<file path="config.mk">
export PLATFORM = sky130hd
export DESIGN_NAME = flow_ctrl
export DESIGN_NICKNAME = d
export VERILOG_FILES = /design/src/flow_ctrl_pkg.sv /design/src/flow_ctrl.sv /design/src/cmd_list_mem.sv
export SDC_FILE = /design/constraint.sdc
export NUM_CORES = 1
export LEC_CHECK = 0
export BUFFER_PORTS_ARGS = -buffer_cell sky130_fd_sc_hd__buf_2
export CAP_MARGIN = 20
export CORE_UTILIZATION = 40
export CTS_CLUSTER_SIZE = 16
export DETAILED_ROUTE_END_ITERATION = 7
export SYNTH_ARGS = -nofsm -noshare
export SYNTH_HDL_FRONTEND = slang
export SYNTH_SLANG_ARGS = --single-unit
</file>
<file path="constraint.sdc">
create_clock -name CLK_I -period 2.4 [get_ports CLK_I]
set_clock_uncertainty 0.15 [all_clocks]
set_input_delay 0.72 -clock CLK_I [delete_from_list [all_inputs] [get_ports CLK_I]]
set_output_delay 0.72 -clock CLK_I [all_outputs]
set_load 0.01 [all_outputs]
</file>
<file path="src/flow_ctrl_pkg.sv">
// constants and types for the conversion flow control
// assumes a single 125 MHz clock domain
// Overview of operation
// - in trigger mode each sequence of the list starts on its own trigger
// - end-of-list with select 2'b11 wraps to list top and waits for trigger
// - auto restart enabled before low power issues a restart on exit; conversion follows only in trigger mode
// - trigger mode makes every restart raise an internal trigger
// - restart mode restart gives no trigger; trigger only after restart clears
// - in restart mode, trigger before restart finished sets the early trigger error flag
// - trigger to sampling start takes a fixed number of cycles
// - single or double list buffering; restart with load ok swaps lists
// - sequence abort bit cleared by hardware once aborted and idle
// - restart while busy without abort aborts and sets busy error flag
// - flow bits reachable by bus, internal interface or both per field
package flow_ctrl_pkg;
  localparam logic [1:0] CMD_NORMAL     = 2'h0;
  localparam logic [1:0] CMD_END_SEQ    = 2'h1;
  localparam logic [1:0] CMD_END_LIST   = 2'h2;
  localparam logic [1:0] CMD_END_WRAP   = 2'h3;
  localparam logic [1:0] ACC_NONE       = 2'h0;
  localparam logic [1:0] ACC_INTERNAL   = 2'h1;
  localparam logic [1:0] ACC_BUS        = 2'h2;
  localparam logic [1:0] ACC_BOTH       = 2'h3;
  localparam int         CLK_MHZ        = 125;
  localparam int         TRIGGER_REQUEST_BIT_LAT_NS    = 16;
  localparam int         TRIGGER_REQUEST_BIT_LAT_CYC   = (TRIGGER_REQUEST_BIT_LAT_NS * CLK_MHZ + 999) / 1000;
  localparam int         LOAD_CYC       = 2;
  localparam int         CONV_CYC       = 4;
  localparam int         LIST_AW        = 4;

  typedef enum logic [2:0] {
    ST_IDLE, ST_ABORT, ST_LOAD, ST_WAIT_TRIGGER_REQUEST_BIT, ST_DELAY, ST_CONV, ST_FETCH
  } state_t;
endpackage

</file>
<file path="src/flow_ctrl.sv">
// conversion flow control: restart, trigger, abort and list swap sequencing
// assumes bus-side request bits are one-cycle pulses on CLK_I; wake pin async
`timescale 1ns/1ps
`default_nettype none
module flow_ctrl #(
  parameter int AW = flow_ctrl_pkg::LIST_AW
) (
  input  wire logic          CLK_I,
  input  wire logic          RST_I,
  input  wire logic [1:0]    FLOW_ACCESS_CONFIG_FIELD_I,
  input  wire logic          TRIGGER_MODE_I,
  input  wire logic          DOUBLE_BUF_I,
  input  wire logic          AUTO_RESTART_ENABLE_I,
  input  wire logic          WAIT_STOP_SELECT_I,
  input  wire logic          STOP_MODE_I,
  input  wire logic          WAIT_MODE_I,
  input  wire logic          BUS_RESTART_I,
  input  wire logic          BUS_TRIGGER_I,
  input  wire logic          BUS_ABORT_I,
  input  wire logic          BUS_LOAD_OK_I,
  input  wire logic          INT_RESTART_I,
  input  wire logic          INT_TRIGGER_I,
  input  wire logic          INT_ABORT_I,
  input  wire logic          INT_LOAD_OK_I,
  input  wire logic          ERR_CLEAR_I,
  input  wire logic          CMD_WE_I,
  input  wire logic          CMD_WR_LIST_I,
  input  wire logic [AW-1:0] CMD_WADDR_I,
  input  wire logic [1:0]    CMD_WDATA_I,
  output logic               RESTART_REQUEST_BIT_O,
  output logic               TRIGGER_REQUEST_BIT_O,
  output logic               SEQUENCE_ABORT_BIT_O,
  output logic               LIST_SWAP_LOAD_OK_O,
  output logic               EARLY_TRIGGER_ERROR_FLAG_O,
  output logic               RESTART_WHILE_BUSY_ERROR_FLAG_O,
  output logic               BUSY_O,
  output logic               ACTIVE_LIST_O,
  output logic               SAMPLE_START_O,
  output logic               END_OF_LIST_O
);
  typedef struct packed {
    flow_ctrl_pkg::state_t state;
    logic          restart_request_bit;
    logic          trigger_request_bit;
    logic          sequence_abort_bit;
    logic          list_swap_load_ok;
    logic          early_trigger_error_flag;
    logic          restart_while_busy_error_flag;
    logic          active;
    logic          busy;
    logic          sample;
    logic          eol;
    logic [AW-1:0] ptr;
    logic [7:0]    cnt;
    logic          lp_pending;
    logic [2:0]    lp_sync;
  } st_t;

  st_t        s_r;
  st_t        s_nxt;
  logic [1:0] cmd;
  logic       restart;
  logic       trigger;
  logic       abort;
  logic       load_ok;
  logic       in_lp;
  logic       lp_exit;
  logic       bus_en;
  logic       int_en;

  // request source select
  assign bus_en  = FLOW_ACCESS_CONFIG_FIELD_I[1];
  assign int_en  = FLOW_ACCESS_CONFIG_FIELD_I[0];
  assign restart = (bus_en & BUS_RESTART_I) | (int_en & INT_RESTART_I);
  assign trigger = (bus_en & BUS_TRIGGER_I) | (int_en & INT_TRIGGER_I);
  assign abort   = (bus_en & BUS_ABORT_I) | (int_en & INT_ABORT_I);
  assign load_ok = (bus_en & BUS_LOAD_OK_I) | (int_en & INT_LOAD_OK_I);

  // low power level synchronised, exit when stages 2 and 3 agree low
  assign in_lp   = STOP_MODE_I | (WAIT_MODE_I & WAIT_STOP_SELECT_I);
  assign lp_exit = s_r.lp_pending & ~s_r.lp_sync[1] & ~s_r.lp_sync[2];

  cmd_list_mem #(.AW(AW)) u_mem (
    .clk_i     (CLK_I),
    .we_i      (CMD_WE_I),
    .wr_list_i (CMD_WR_LIST_I),
    .waddr_i   (CMD_WADDR_I),
    .wdata_i   (CMD_WDATA_I),
    .rd_list_i (s_r.active),
    .raddr_i   (s_r.ptr),
    .rdata_o   (cmd)
  );

  always_comb begin
    s_nxt         = s_r;
    s_nxt.sample  = 1'b0;
    s_nxt.eol     = 1'b0;
    s_nxt.lp_sync = {s_r.lp_sync[1:0], in_lp};
    if (s_r.lp_sync[1] & s_r.lp_sync[2] & AUTO_RESTART_ENABLE_I) begin
      s_nxt.lp_pending = 1'b1;
    end
    if (ERR_CLEAR_I) begin
      s_nxt.early_trigger_error_flag  = 1'b0;
      s_nxt.restart_while_busy_error_flag = 1'b0;
    end
    if (abort) begin
      s_nxt.sequence_abort_bit = 1'b1;
    end
    // in restart mode, trigger during restart loading is an ordering error
    if (trigger & (s_r.restart_request_bit | restart) & ~TRIGGER_MODE_I) begin
      s_nxt.early_trigger_error_flag = 1'b1;
    end else if (trigger) begin
      s_nxt.trigger_request_bit = 1'b1;
    end
    if (restart | lp_exit) begin
      s_nxt.restart_request_bit       = 1'b1;
      s_nxt.lp_pending = 1'b0;
      if (load_ok) begin
        s_nxt.list_swap_load_ok = 1'b1;
      end
      // busy restart without abort forces abort
      if (s_r.busy & ~s_r.sequence_abort_bit & ~abort) begin
        s_nxt.sequence_abort_bit      = 1'b1;
        s_nxt.restart_while_busy_error_flag = 1'b1;
      end
    end
    case (s_r.state)
      flow_ctrl_pkg::ST_IDLE, flow_ctrl_pkg::ST_WAIT_TRIGGER_REQUEST_BIT: begin
        if (s_nxt.sequence_abort_bit) begin
          s_nxt.state = flow_ctrl_pkg::ST_ABORT;
        end else if (s_nxt.restart_request_bit) begin
          s_nxt.state = flow_ctrl_pkg::ST_LOAD;
          s_nxt.cnt   = 8'(flow_ctrl_pkg::LOAD_CYC);
        end else if (s_r.trigger_request_bit & (s_r.state == flow_ctrl_pkg::ST_WAIT_TRIGGER_REQUEST_BIT)) begin
          s_nxt.trigger_request_bit  = 1'b0;
          s_nxt.busy  = 1'b1;
          s_nxt.state = flow_ctrl_pkg::ST_DELAY;
          s_nxt.cnt   = 8'(flow_ctrl_pkg::TRIGGER_REQUEST_BIT_LAT_CYC);
        end
      end
      flow_ctrl_pkg::ST_ABORT: begin
        // idle now; abort done
        s_nxt.sequence_abort_bit  = 1'b0;
        s_nxt.busy  = 1'b0;
        s_nxt.trigger_request_bit  = 1'b0;
        s_nxt.state = s_r.restart_request_bit ? flow_ctrl_pkg::ST_IDLE : flow_ctrl_pkg::ST_IDLE;
      end
      flow_ctrl_pkg::ST_LOAD: begin
        if (s_r.cnt > 8'h01) begin
          s_nxt.cnt = s_r.cnt - 8'h01;
        end else begin
          s_nxt.restart_request_bit = 1'b0;
          s_nxt.list_swap_load_ok = 1'b0;
          s_nxt.ptr  = '0;
          if (s_r.list_swap_load_ok & DOUBLE_BUF_I) begin
            s_nxt.active = ~s_r.active;
          end
          s_nxt.state = flow_ctrl_pkg::ST_WAIT_TRIGGER_REQUEST_BIT;
          if (TRIGGER_MODE_I) begin
            s_nxt.trigger_request_bit = 1'b1;
          end
        end
      end
      flow_ctrl_pkg::ST_DELAY: begin
        if (s_r.cnt > 8'h01) begin
          s_nxt.cnt = s_r.cnt - 8'h01;
        end else begin
          s_nxt.sample = 1'b1;
          s_nxt.cnt    = 8'(flow_ctrl_pkg::CONV_CYC);
          s_nxt.state  = flow_ctrl_pkg::ST_CONV;
        end
      end
      flow_ctrl_pkg::ST_CONV: begin
        if (s_r.cnt > 8'h01) begin
          s_nxt.cnt = s_r.cnt - 8'h01;
        end else begin
          s_nxt.state = flow_ctrl_pkg::ST_FETCH;
        end
      end
      flow_ctrl_pkg::ST_FETCH: begin
        s_nxt.ptr = s_r.ptr + AW'(1);
        case (cmd)
          flow_ctrl_pkg::CMD_END_SEQ: begin
            s_nxt.busy  = 1'b0;
            s_nxt.state = flow_ctrl_pkg::ST_WAIT_TRIGGER_REQUEST_BIT;
          end
          flow_ctrl_pkg::CMD_END_WRAP: begin
            s_nxt.busy  = 1'b0;
            s_nxt.eol   = 1'b1;
            s_nxt.ptr   = '0;
            s_nxt.state = flow_ctrl_pkg::ST_WAIT_TRIGGER_REQUEST_BIT;
          end
          flow_ctrl_pkg::CMD_END_LIST: begin
            s_nxt.busy  = 1'b0;
            s_nxt.eol   = 1'b1;
            s_nxt.ptr   = '0;
            s_nxt.state = flow_ctrl_pkg::ST_IDLE;
          end
          default: begin
            s_nxt.sample = 1'b1;
            s_nxt.cnt    = 8'(flow_ctrl_pkg::CONV_CYC);
            s_nxt.state  = flow_ctrl_pkg::ST_CONV;
          end
        endcase
        if (s_nxt.sequence_abort_bit) begin
          s_nxt.state = flow_ctrl_pkg::ST_ABORT;
        end
      end
      default: begin
        s_nxt.state = flow_ctrl_pkg::ST_IDLE;
      end
    endcase
    if (s_r.state inside {flow_ctrl_pkg::ST_DELAY, flow_ctrl_pkg::ST_CONV} && s_nxt.sequence_abort_bit) begin
      s_nxt.state = flow_ctrl_pkg::ST_ABORT;
    end
  end

  always_ff @(posedge CLK_I or posedge RST_I) begin
    if (RST_I) begin
      s_r <= '0;
    end else begin
      s_r <= s_nxt;
    end
  end

  assign RESTART_REQUEST_BIT_O           = s_r.restart_request_bit;
  assign TRIGGER_REQUEST_BIT_O           = s_r.trigger_request_bit;
  assign SEQUENCE_ABORT_BIT_O            = s_r.sequence_abort_bit;
  assign LIST_SWAP_LOAD_OK_O             = s_r.list_swap_load_ok;
  assign EARLY_TRIGGER_ERROR_FLAG_O      = s_r.early_trigger_error_flag;
  assign RESTART_WHILE_BUSY_ERROR_FLAG_O = s_r.restart_while_busy_error_flag;
  assign BUSY_O                          = s_r.busy;
  assign ACTIVE_LIST_O                   = s_r.active;
  assign SAMPLE_START_O                  = s_r.sample;
  assign END_OF_LIST_O                   = s_r.eol;
endmodule // flow_ctrl
`default_nettype wire

</file>
<file path="src/cmd_list_mem.sv">
// two command lists held in one memory, registered read data
// assumes one clock; list index is the top address bit
`timescale 1ns/1ps
`default_nettype none
module cmd_list_mem #(
  parameter int AW = 4
) (
  input  wire logic          clk_i,
  input  wire logic          we_i,
  input  wire logic          wr_list_i,
  input  wire logic [AW-1:0] waddr_i,
  input  wire logic [1:0]    wdata_i,
  input  wire logic          rd_list_i,
  input  wire logic [AW-1:0] raddr_i,
  output logic      [1:0]    rdata_o
);
  logic [1:0] mem [0:(2**(AW+1))-1];

  always_ff @(posedge clk_i) begin
    if (we_i) begin
      mem[{wr_list_i, waddr_i}] <= wdata_i;
    end
    rdata_o <= mem[{rd_list_i, raddr_i}];
  end
endmodule // cmd_list_mem
`default_nettype wire

</file>
; ---- Word level (Yosys, flattened, before mapping)
; Memory sizes are Yosys's and may differ from the RTL's. A register that Yosys moved wholly into a read port is not among the register bits.
; Cells that the tools add are included.
[op_classes]
addsub = 2
mul = 0
div_mod_pow = 0
magnitude_cmp = 1
eq_ne = 21
shifts = 0
mux = 53
bitwise_logic = 33
n_reduce_logical = 18
[ops]
columns = operator, n
row1 = 2-to-1 mux 8 bit, 6
row2 = case mux 8 bit (4 select lines), 1
row3 = 2-to-1 mux 1 bit, 28
row4 = 2-to-1 mux 3 bit, 7
row5 = AND 1 bit, 19
row6 = case mux 3 bit (5 select lines), 1
row7 = "inequality test 2 bit, second input constant", 6
row8 = 2-to-1 mux 5 bit, 2
row9 = AND reduction 5 bit, 2
row10 = "equality test 3 bit, second input constant", 3
row11 = "inequality test 3 x 2 -> 1 bit, second input constant", 3
row12 = "greater-than comparator 8 x 1 -> 1 bit, second input constant", 1
row13 = case mux 4 bit (2 select lines), 1
row14 = nonzero test 2 bit, 4
row15 = OR reduction 2 bit, 4
row16 = "subtractor 8 x 1 -> 8 bit, second input constant", 1
row17 = inverter 1 bit, 7
row18 = bitwise OR 1 bit, 7
row19 = "equality test 3 x 2 -> 1 bit, second input constant", 2
row20 = case mux 1 bit (3 select lines), 2
row21 = case mux 3 bit (2 select lines), 1
row22 = "inequality test 5 x 3 -> 1 bit, second input constant", 1
row23 = "adder 4 x 1 -> 4 bit, second input constant", 1
row24 = "equality test 2 bit, second input constant", 2
row25 = other kinds (15), 16
[word_totals]
reg_bits = 29
latchBits = 0
mem_bits_rw = 64
mem_bits_ro = 0
in_bits = 27
out_inout_bits = 10
elab_cells = 144
memories = 1
[mem_list]
columns = name, words, word_bits, read_ports, rd_clocked_by_memory_dff, write_ports, line_no
row1 = u_mem.mem, 32, 2, 1, 1, 1, cmd_list_mem.sv:17  ; logic [1:0] mem [0:(2**(AW+1))-1];

; ---- Logic depth before layout (Yosys ltp)
; Gate-level depths: netlist of the first run.
[logic_depth]
ltp_word = 10
depth_mapped = 7
ltp_nobuf = 7

; ---- By module
; A second synthesis of the first run with hierarchy kept.
[unflattened]
hier_cells = 375
area_unflattened_um2 = 4530.6
[modules_own_cells]
columns = mod, instances, cells_each, area_each_um2, seq_area_each_um2
row1 = cmd_list_mem, 1, 184, 2783.9, 1961.9
row2 = flow_ctrl, 1, 191, 1746.7, 725.7

; ---- Worst setup path after synthesis of the first run
; OpenSTA, ideal clock, no wires.
[synth_path]
path_type = input-to-reg
startpoint = input port BUS_ABORT_I
endpoint = register s_r[26] (netlist name)
setup_time_ns = 0.124
t_arrival_ns = 2.010
required_ns = 2.126
setup_slack_ns = 0.116
cell_stages = 5
n_path_buf = 0
path_cell_list = a221oi_1 -> nand3_1 -> a211oi_1 -> nor4_1 -> a211o_1
[synth_via]
elab_chain_cells = 10
elab_cells_between_ends = 18
classes_between = eq/ne (4) / mux (8) / bitwise (4) / reduce/logical (2)
[synth_rtl]
columns = item, line_no
row1 = "start, declared", flow_ctrl.sv:19  ; input wire logic BUS_ABORT_I,
row2 = AND 1 bit (*), flow_ctrl.sv:76  ; assign abort = (bus_en & BUS_ABORT_I) | (int_en & INT_ABORT_I);
row3 = bitwise OR 1 bit (*), flow_ctrl.sv:76
row4 = inverter 1 bit, flow_ctrl.sv:122  ; if (s_r.busy & ~s_r.sequence_abort_bit & ~abort) begin
row5 = AND 1 bit, flow_ctrl.sv:122
row6 = 2-to-1 mux 1 bit, flow_ctrl.sv:122
row7 = 2-to-1 mux 2 bit (*), flow_ctrl.sv:115  ; if (restart | lp_exit) begin
row8 = 2-to-1 mux 1 bit, flow_ctrl.sv:127  ; case (s_r.state)
row9 = logical AND 1 bit, flow_ctrl.sv:213  ; if (s_r.state inside {flow_ctrl_pkg::ST_DELAY, flow_ctrl_pkg::ST_CONV} && s_nxt.sequence_abort_bit) begin
row10 = "inequality test 5 x 3 -> 1 bit (no source line), or another cell as far along", --
row11 = AND reduction 4 bit (no source line), --
row12 = "end signal, assigned", flow_ctrl.sv:222  ; s_r <= s_nxt;
row13 = "end, declared", flow_ctrl.sv:59  ; st_t s_r;
; Mark *: on every way between the ends. The rest lies on a longest branch, timed or not.
; A chain may end at the register's enable or synchronous reset.

; ---- Final worst setup path of the first run
[layout_path]
startpoint = register s_r[7] (netlist name)
endpoint = register s_r[27] (netlist name)
[layout_via]
elab_chain_cells = 3
elab_cells_between_ends = 5
classes_between = order compare (1) / eq/ne (3) / reduce/logical (1)
[layout_rtl]
columns = item, line_no
row1 = greater-than comparator 8 x 1 -> 1 bit (*), "flow_ctrl.sv:149, flow_ctrl.sv:165, flow_ctrl.sv:174"
row2 = inequality test 3 bit (no source line) / inequality test 3 x 2 -> 1 bit (equally long branches), --
row3 = AND reduction 4 bit (no source line) (*), --
; Marks and branches as above.

==> results of run 1 <==
layout by cell type (no fill, tap or decap), types with 6 or more instances in the layout:
cell and n:
edfxtp_1 64, buf_4 23, a21oi_1 11, nor2_1 45, nand3b_1 8, dfrtp_1 29
nand2_1 11, nand3_1 9, o21ai_0 10, inv_1 10, mux4_2 15, buf_2 36
clkbuf_8 9, nor3_1 6
metrics by stage:
stage / cells / hold slack (ns) / cell area [um^2] / util (%)
after floorplan: 321 / 0.181 / 4420 / -
after global placement: 510 / 0.184 / 4920 / 45.6
after detailed placement: 510 / 0.185 / 4920 / 45.6
after CTS: 526 / 0.208 / 5110 / 47.4
after global routing: 526 / 0.230 / 5110 / 47.4
final: 526 / 0.207 / 5110 / 47.4
power groups by stage:
stage / combinational (mW) / clock [mW] / sequential, mW
floorplan: 0.762 / 0 / 1.99
global placement: 1.12 / 0 / 2.04
detailed placement: 1.14 / 0 / 2.04
CTS: 1.14 / 1.03 / 2.00
global route: 1.25 / 1.09 / 2.02
finish: 1.14 / 0.997 / 2.00
synthesized netlist by cell type, types with 3 or more instances:
library cell and n:
o21ai_0 10, ha_1 3, nor2b_1 5, edfxtp_1 64
mux2_2 4, o2bb2ai_1 3, nor3_1 6, nor2_1 45
mux4_2 15, mux4_1 5, a21oi_1 11, nand3b_1 8
nand2b_1 5, a221oi_1 3, or3_1 4, or3b_2 4
dfrtp_1 29, and3_1 4, a22oi_1 4, a211o_1 5
o32ai_1 3, inv_1 10, nand2_1 11, clkbuf_1 10
nand3_1 9
worst max-delay path by stage:
stage | from | end | slack, ns | depth (start not counted)
after floorplan | BUS_ABORT_I | s_r[26]$_DFFE_PP0P_ | 0.12 | 5
after global placement | FLOW_ACCESS_CONFIG_FIELD_I[1] | s_r[8]$_DFFE_PP0P_ | -0.03 | 8
after detailed placement | FLOW_ACCESS_CONFIG_FIELD_I[1] | s_r[26]$_DFFE_PP0P_ | -0.14 | 6
after CTS | s_r[7]$_DFFE_PP0P_ | s_r[27]$_DFFE_PP0P_ | 0.07 | 5
after global routing | s_r[7]$_DFFE_PP0P_ | s_r[27]$_DFFE_PP0P_ | 0.04 | 5
final | s_r[7]$_DFFE_PP0P_ | s_r[27]$_DFFE_PP0P_ | 0.13 | 5
final cells by class:
class                           count  share of cell area (%)
Clock buffer                       10                    2.50
Clock inverter                      6                    1.20
Inverter                           10                   0.734
Multi-Input combinational cell    204                    31.9
Sequential cell                    95                    52.6
Tap cell                          140                    3.43
Timing Repair Buffer               61                    7.68
registers in the layout, summed over array words and instances, names as in the netlist:
register,count
EARLY_TRIGGER_ERROR_FLAG_O,1
LIST_SWAP_LOAD_OK_O,1
TRIGGER_REQUEST_BIT_O,1
u_mem.rdata_o,2
ACTIVE_LIST_O,1
BUSY_O,1
u_mem.mem,64
RESTART_WHILE_BUSY_ERROR_FLAG_O,1
RESTART_REQUEST_BIT_O,1
SAMPLE_START_O,1
s_nxt,2
s_r,17
SEQUENCE_ABORT_BIT_O,1
END_OF_LIST_O,1
kinds of logic (layout without fill, tap and decap cells):
logic type | after synthesis | count (layout) | synth area share, %
multiplexers | 25 | 25 | 11.9
XOR/XNOR | 2 | 2 | 0.397
AO/OA/AOI/OAI | 64 | 64 | 10.5
buffers and inverters | 22 | 87 | 2.21
AND/OR/NAND/NOR | 110 | 110 | 13.3
flip-flops | 95 | 95 | 60.8
adder cells (fa/ha/maj) | 3 | 3 | 0.850
routing by layer:
metal  share of wire (%)  GRT usage [%]
met1                  44           21.1
met2                  51           28.8
met3                 3.6           3.77
met4                 1.4           5.87
met5                   0              0
worst max-delay path, delay by kind of cell, from the launching register on:
family | cells | cell delay [ns]
simple gates | 3 | 0.99
flops | 1 | 0.45
compound gates | 2 | 0.57
what timing repair did:
action / 4_1_cts / 5_1_grt
hold endpoints to repair: 0 / 0
setup endpoints to repair: 0 / 1
buffers inserted: 0 / 0
==> run_summary.xml, run 1 <==
<?xml version="1.0" encoding="UTF-8"?>
<metrics>
  <group name="outcome">
    <metric name="result_of_the_run" unit="">completed</metric>
  </group>
  <group name="setup_path">
    <metric name="cp_cell_sequence" unit="">or4_4 -&gt; nor3_4 -&gt; a21o_2 -&gt; nand2b_1 -&gt; o32a_1</metric>
    <metric name="worstPathRequired" unit="ns">2.49</metric>
    <metric name="rr_worst_depth" unit="">5</metric>
    <metric name="critical_path_arrival" unit="ns">2.36</metric>
    <metric name="regToRegEndpoint" unit="">s_r[27]$_DFFE_PP0P_</metric>
    <metric name="setup.worst_path.end_class" unit="">flop</metric>
    <metric name="cp-start-kind" unit="">flop</metric>
    <metric name="reg2reg_setup_slack" unit="ns">0.13</metric>
    <metric name="critical_path_peak_fanout" unit="">7</metric>
    <metric name="r2r_start" unit="">s_r[7]$_DFFE_PP0P_</metric>
    <metric name="critical_path.slowest_cell" unit="">or4_4</metric>
    <metric name="cp_slowest_stage_delay" unit="ns">0.61</metric>
    <metric name="setup.worst_path.class" unit="">flop to flop</metric>
  </group>
  <group name="route">
    <metric name="drt-vias-per-instance" unit="">5.48</metric>
    <metric name="remaining_drc_errors" unit="">0</metric>
    <metric name="dr_total_vias" unit="">2885</metric>
    <metric name="wirelength" unit="um">8840</metric>
    <metric name="drtAntennaViolNets" unit="">0</metric>
    <metric name="wl_per_cell" unit="um">16.8</metric>
    <metric name="total_iterations_of_the_first_detailed_routing_run" unit="">5</metric>
    <metric name="drtIter0Drc" unit="">183</metric>
  </group>
  <group name="floorplanning">
    <metric name="cell_row_count" unit="">38</metric>
    <metric name="design.portCount" unit="">37</metric>
    <metric name="die_h" unit="um">107</metric>
    <metric name="fp.coreArea" unit="um^2">10800</metric>
    <metric name="initial_standard_cell_utilization_of_the_core" unit="%">40.9</metric>
    <metric name="die_span_in_x" unit="um">107</metric>
    <metric name="die_area" unit="um^2">11500</metric>
  </group>
  <group name="final_layout">
    <metric name="areaGrowthSynthToFinish" unit="%">15.8</metric>
    <metric name="ff_latch_area" unit="um^2">2690</metric>
    <metric name="nets" unit="">411</metric>
    <metric name="drive_above_1_share" unit="%">27.2</metric>
    <metric name="multi_input_comb_area" unit="um^2">1630</metric>
    <metric name="final.fill_count" unit="">970</metric>
    <metric name="antenna-diode-count" unit="">0</metric>
  </group>
  <group name="synthesis">
    <metric name="top_cells_by_area_synth" unit="">edfxtp_1 44%, dfrtp_1 16%, mux4_2 7.6%</metric>
    <metric name="synth.distinct_cells" unit="">57</metric>
    <metric name="register_area_share_after_synthesis" unit="%">60.8</metric>
    <metric name="ys_ff_latch" unit="">95</metric>
    <metric name="asyncSetResetFlopFracSynth" unit="%">30.5</metric>
    <metric name="ys_warn_count" unit="">0</metric>
    <metric name="synth_edf_count" unit="">64</metric>
    <metric name="synthesis.nets" unit="">351</metric>
    <metric name="syn_area" unit="um^2">4420</metric>
    <metric name="syn_inst" unit="">321</metric>
    <metric name="postSynth.topFlopCell" unit="">edfxtp_1</metric>
    <metric name="yosys.area.top_type_share" unit="%">43.5</metric>
    <metric name="post_synth.cell_area_avg" unit="um^2">13.8</metric>
    <metric name="yosysTopAreaCell" unit="">edfxtp_1</metric>
  </group>
  <group name="clocking">
    <metric name="clkLatencyLatePin" unit="ns">0.37</metric>
    <metric name="cts_num_sinks" unit="">95</metric>
    <metric name="cts.repair.resized" unit="">0</metric>
    <metric name="tritoncts" unit="">done</metric>
    <metric name="cts.root.buffer_cell" unit="">clkbuf_8</metric>
    <metric name="clock_tree.htree_level_count" unit="">3</metric>
    <metric name="worst_setup_hold_path_clk_slew" unit="ns">0.10</metric>
    <metric name="holdBufCountCts" unit="">0</metric>
    <metric name="numCtsBuffers" unit="">9</metric>
    <metric name="number_of_buffers_between_clock_root_and_the_deepest_sink" unit="">2</metric>
  </group>
  <group name="grt">
    <metric name="grt_max_degree" unit="">33</metric>
    <metric name="track_usage" unit="%">16.9</metric>
    <metric name="grt_first_pass_wirelength" unit="um">14700</metric>
    <metric name="grt_remaining_overflow" unit="">0</metric>
    <metric name="via_count_of_the_first_global_routing_pass" unit="">2935</metric>
    <metric name="number_of_antenna_violations_at_the_first_check_in_global_routing" unit="">0</metric>
  </group>
  <group name="power_and_ir_drop">
    <metric name="static-leakage-power" unit="nW">1.89</metric>
    <metric name="sw_frac_of_total" unit="%">32.1</metric>
    <metric name="peak_supply_drop" unit="mV">0.410</metric>
    <metric name="p_sw" unit="mW">1.33</metric>
    <metric name="internal_power" unit="mW">2.81</metric>
    <metric name="total_power" unit="mW">4.14</metric>
    <metric name="pwr_density_cell" unit="nW/um^2">810</metric>
    <metric name="share_seq_of_total_power" unit="%">48.4</metric>
    <metric name="power_frac_comb" unit="%">27.6</metric>
    <metric name="power.clock.fraction" unit="%">24.1</metric>
  </group>
  <group name="placed_design">
    <metric name="gp_routability_congestion" unit="">0.863</metric>
    <metric name="preCtsSetupSlack" unit="ns">-0.135</metric>
    <metric name="io_buffers" unit="">36</metric>
    <metric name="dp_hpwl" unit="um">6250</metric>
  </group>
  <group name="timing">
    <metric name="setup_repair_after_global_routing_missed_its_margin" unit="">no</metric>
    <metric name="maxSlewViolCount" unit="">0</metric>
    <metric name="final-hold-violation-count" unit="">0</metric>
    <metric name="final.period_utilization" unit="%">94.7</metric>
    <metric name="max_clock_freq" unit="MHz">440</metric>
    <metric name="setup_total_negative_slack" unit="ns">0</metric>
    <metric name="timing.slew.headroom" unit="%">59.5</metric>
    <metric name="timing_worst_slew_pin_value" unit="ns">0.608</metric>
    <metric name="crit_path_time_final" unit="ns">2.27</metric>
    <metric name="setup_viol" unit="">0</metric>
    <metric name="finalWorstSetupSlack" unit="ns">0.127</metric>
  </group>
  <group name="job">
    <metric name="max_cap_violations" unit="">0</metric>
  </group>
  <group name="hold_path">
    <metric name="hp-start" unit="">s_nxt[1]$_DFF_PP0_</metric>
    <metric name="hold_end" unit="">s_nxt[2]$_DFF_PP0_</metric>
    <metric name="worstHoldPathCells" unit="">0</metric>
    <metric name="hold_path.class" unit="">flop to flop</metric>
  </group>
</metrics>
Power figures use the tool's default switching activity.
==> run 2: changes to the inputs <==
Settings changed: CORE_MARGIN set to 2.
Clock period 2.4 ns to 2.5 ns, I/O delays scaled along.
==> run 2 against run 1 <==
Compared with the run above:
- first-iteration DRC count shrank 3.8%
- cell area shrank 0.66%
- sequential power shrank 3%
- global-route usage shrank 0.81 points
- largest power group unchanged
==> run_summary.xml, run 2 (synthesis gave the netlist of run 1 again) <==
<?xml version="1.0" encoding="UTF-8"?>
<metrics>
  <group name="outcome">
    <metric name="result_of_the_run" unit="">completed</metric>
  </group>
  <group name="setup_path">
    <metric name="setup.worst_path.class" unit="">input pin to flop</metric>
    <metric name="cp-start-kind" unit="">input pin</metric>
    <metric name="path_delay_family" unit="">compound AO/OA/AOI/OAI gates</metric>
    <metric name="critical_path_arrival" unit="ns">2.38</metric>
    <metric name="setup.worst_path.end_class" unit="">flop</metric>
    <metric name="worstPathRequired" unit="ns">2.60</metric>
    <metric name="critical_path.slowest_cell" unit="">a211oi_1</metric>
    <metric name="worst-path-buf-inv" unit="">1</metric>
    <metric name="cp_cell_sequence" unit="">buf_2 -&gt; a221oi_1 -&gt; nand3_1 -&gt; a211oi_1 -&gt; nor4_1 -&gt; a211o_1</metric>
    <metric name="critical_path_peak_fanout" unit="">7</metric>
    <metric name="cp_slowest_stage_delay" unit="ns">0.44</metric>
  </group>
  <group name="grt">
    <metric name="track_usage" unit="%">16.1</metric>
    <metric name="number_of_antenna_violations_at_the_first_check_in_global_routing" unit="">0</metric>
    <metric name="grt_max_degree" unit="">33</metric>
    <metric name="grt_remaining_overflow" unit="">0</metric>
    <metric name="via_count_of_the_first_global_routing_pass" unit="">2932</metric>
    <metric name="grt_first_pass_wirelength" unit="um">14400</metric>
  </group>
  <group name="timing">
    <metric name="crit_path_time_final" unit="ns">2.28</metric>
    <metric name="final.period_utilization" unit="%">91.2</metric>
    <metric name="setup_total_negative_slack" unit="ns">0</metric>
    <metric name="setup_repair_after_global_routing_missed_its_margin" unit="">no</metric>
    <metric name="setup_viol" unit="">0</metric>
    <metric name="timing_worst_slew_pin_value" unit="ns">0.535</metric>
    <metric name="timing.slew.headroom" unit="%">64.3</metric>
    <metric name="worst_hold_margin" unit="ns">0.207</metric>
    <metric name="max_clock_freq" unit="MHz">438</metric>
    <metric name="maxSlewViolCount" unit="">0</metric>
    <metric name="final-hold-violation-count" unit="">0</metric>
  </group>
  <group name="route">
    <metric name="drtAntennaViolNets" unit="">0</metric>
    <metric name="remaining_drc_errors" unit="">0</metric>
    <metric name="dr_total_vias" unit="">2848</metric>
    <metric name="wl_per_cell" unit="um">16.6</metric>
    <metric name="drt-vias-per-instance" unit="">5.48</metric>
    <metric name="drtIter0Drc" unit="">176</metric>
    <metric name="total_iterations_of_the_first_detailed_routing_run" unit="">4</metric>
    <metric name="wirelength" unit="um">8620</metric>
  </group>
  <group name="final_layout">
    <metric name="top_flop_regs" unit="">u_mem.mem x64, s_r x17</metric>
    <metric name="stdcell_count" unit="">520</metric>
    <metric name="antenna-diode-count" unit="">0</metric>
    <metric name="areaGrowthSynthToFinish" unit="%">15.0</metric>
    <metric name="final.fill_count" unit="">959</metric>
    <metric name="nets" unit="">405</metric>
    <metric name="layout_common_cells" unit="">64 x edfxtp_1, 45 x nor2_1, 36 x buf_2</metric>
    <metric name="drive_above_1_share" unit="%">26.3</metric>
    <metric name="final_common_cell" unit="">edfxtp_1</metric>
    <metric name="largest-register" unit="">u_mem.mem</metric>
    <metric name="largest_register_ff_count" unit="">64</metric>
  </group>
  <group name="floorplanning">
    <metric name="design.portCount" unit="">37</metric>
    <metric name="die_span_in_x" unit="um">109</metric>
    <metric name="die_h" unit="um">109</metric>
    <metric name="cell_row_count" unit="">38</metric>
    <metric name="initial_standard_cell_utilization_of_the_core" unit="%">40.9</metric>
    <metric name="fp.coreArea" unit="um^2">10800</metric>
    <metric name="die_area" unit="um^2">11900</metric>
  </group>
  <group name="clocking">
    <metric name="worst_setup_hold_path_clk_slew" unit="ns">0.10</metric>
    <metric name="number_of_buffers_between_clock_root_and_the_deepest_sink" unit="">2</metric>
    <metric name="cts_num_sinks" unit="">95</metric>
    <metric name="numCtsBuffers" unit="">9</metric>
    <metric name="cts.repair.resized" unit="">0</metric>
    <metric name="clock_tree.htree_level_count" unit="">3</metric>
    <metric name="tritoncts" unit="">done</metric>
    <metric name="cts.root.buffer_cell" unit="">clkbuf_8</metric>
    <metric name="holdBufCountCts" unit="">0</metric>
    <metric name="clkLatencyLatePin" unit="ns">0.37</metric>
    <metric name="cts_setup_buffers" unit="">0</metric>
  </group>
  <group name="power_and_ir_drop">
    <metric name="internal_power" unit="mW">2.75</metric>
    <metric name="static-leakage-power" unit="nW">1.87</metric>
    <metric name="p_sw" unit="mW">1.26</metric>
    <metric name="share_seq_of_total_power" unit="%">48.2</metric>
    <metric name="power_frac_comb" unit="%">25.3</metric>
    <metric name="power.clock.fraction" unit="%">26.5</metric>
    <metric name="pwr_density_cell" unit="nW/um^2">788</metric>
    <metric name="sw_frac_of_total" unit="%">31.4</metric>
    <metric name="peak_supply_drop" unit="mV">0.380</metric>
  </group>
  <group name="hold_path">
    <metric name="hold_path.class" unit="">flop to flop</metric>
  </group>
  <group name="placed_design">
    <metric name="io_buffers" unit="">36</metric>
    <metric name="gp_routability_congestion" unit="">0.805</metric>
    <metric name="dp_hpwl" unit="um">5990</metric>
    <metric name="place.detailed.instances" unit="">504</metric>
  </group>
  <group name="job">
    <metric name="max_cap_violations" unit="">0</metric>
  </group>
</metrics>
-- run 2: changes by cell type in the layout (fill, tap and decap cells not counted) --
cell and change:
bufinv_16 +1, clkbuf_1 -1, clkinv_2 +1, buf_12 -1
clkinvlp_4 -1, buf_4 -5
-- run 2: metrics by stage --
step           util [%]  setup slack (ns)  total power, mW  area [um^2]
6_report           47.1             0.219             4.00         5080
3_5_place_dp       45.1            -0.109             2.98         4870
3_3_place_gp       45.1            0.0324             2.97         4870
2_1_floorplan         -             0.186             2.64         4420
4_1_cts            47.1             0.211             4.04         5080
5_1_grt            47.1             0.110             4.24         5080
-- run 2: path summary, 6_finish.rpt --
check	cells after the start	slack (ns)	to	start
setup reg to reg	5	0.22	s_r[27]$_DFFE_PP0P_	s_r[7]$_DFFE_PP0P_
min in group asynchronous	3	0.29	s_nxt[1]$_DFF_PP0_	RST_I
setup / recovery	6	0.22	s_r[26]$_DFFE_PP0P_	FLOW_ACCESS_CONFIG_FIELD_I[1]
max in group asynchronous	3	1.62	s_r[13]$_DFFE_PP0P_	RST_I
hold / removal	0	0.21	s_nxt[2]$_DFF_PP0_	s_nxt[1]$_DFF_PP0_
hold reg to reg	0	0.21	s_nxt[2]$_DFF_PP0_	s_nxt[1]$_DFF_PP0_
-- run 2: layer usage --
layer | share of wire (%) | GRT usage, % | up-vias
li1 | - | - | 1364
met1 | 42 | 19.7 | 1402
met2 | 52 | 27.7 | 70
met3 | 4.2 | 3.83 | 12
met4 | 1.8 | 5.68 | 0
met5 | 0 | 0 | -
-- run 2: cell type report --
type | count | area [um^2] | area share [%]
multi-input cells | 204 | 1630 | 32.1
well taps | 140 | 175 | 3.45
repair buffers | 55 | 335 | 6.60
clock inverters | 7 | 88.8 | 1.75
inverters | 10 | 37.5 | 0.739
clock buffers | 9 | 124 | 2.44
flip-flops and latches | 95 | 2690 | 52.9
-- run 2: power by group through the flow --
| stage | Sequential, mW | Clock, mW | Combinational (mW) |
|---|---|---|---|
| 2_1_floorplan | 1.91 | 0 | 0.732 |
| 3_3_place_gp | 1.97 | 0 | 1.01 |
| 3_5_place_dp | 1.96 | 0 | 1.02 |
| 4_1_cts | 1.93 | 1.09 | 1.02 |
| 5_1_grt | 1.95 | 1.15 | 1.14 |
| 6_report | 1.93 | 1.06 | 1.01 |
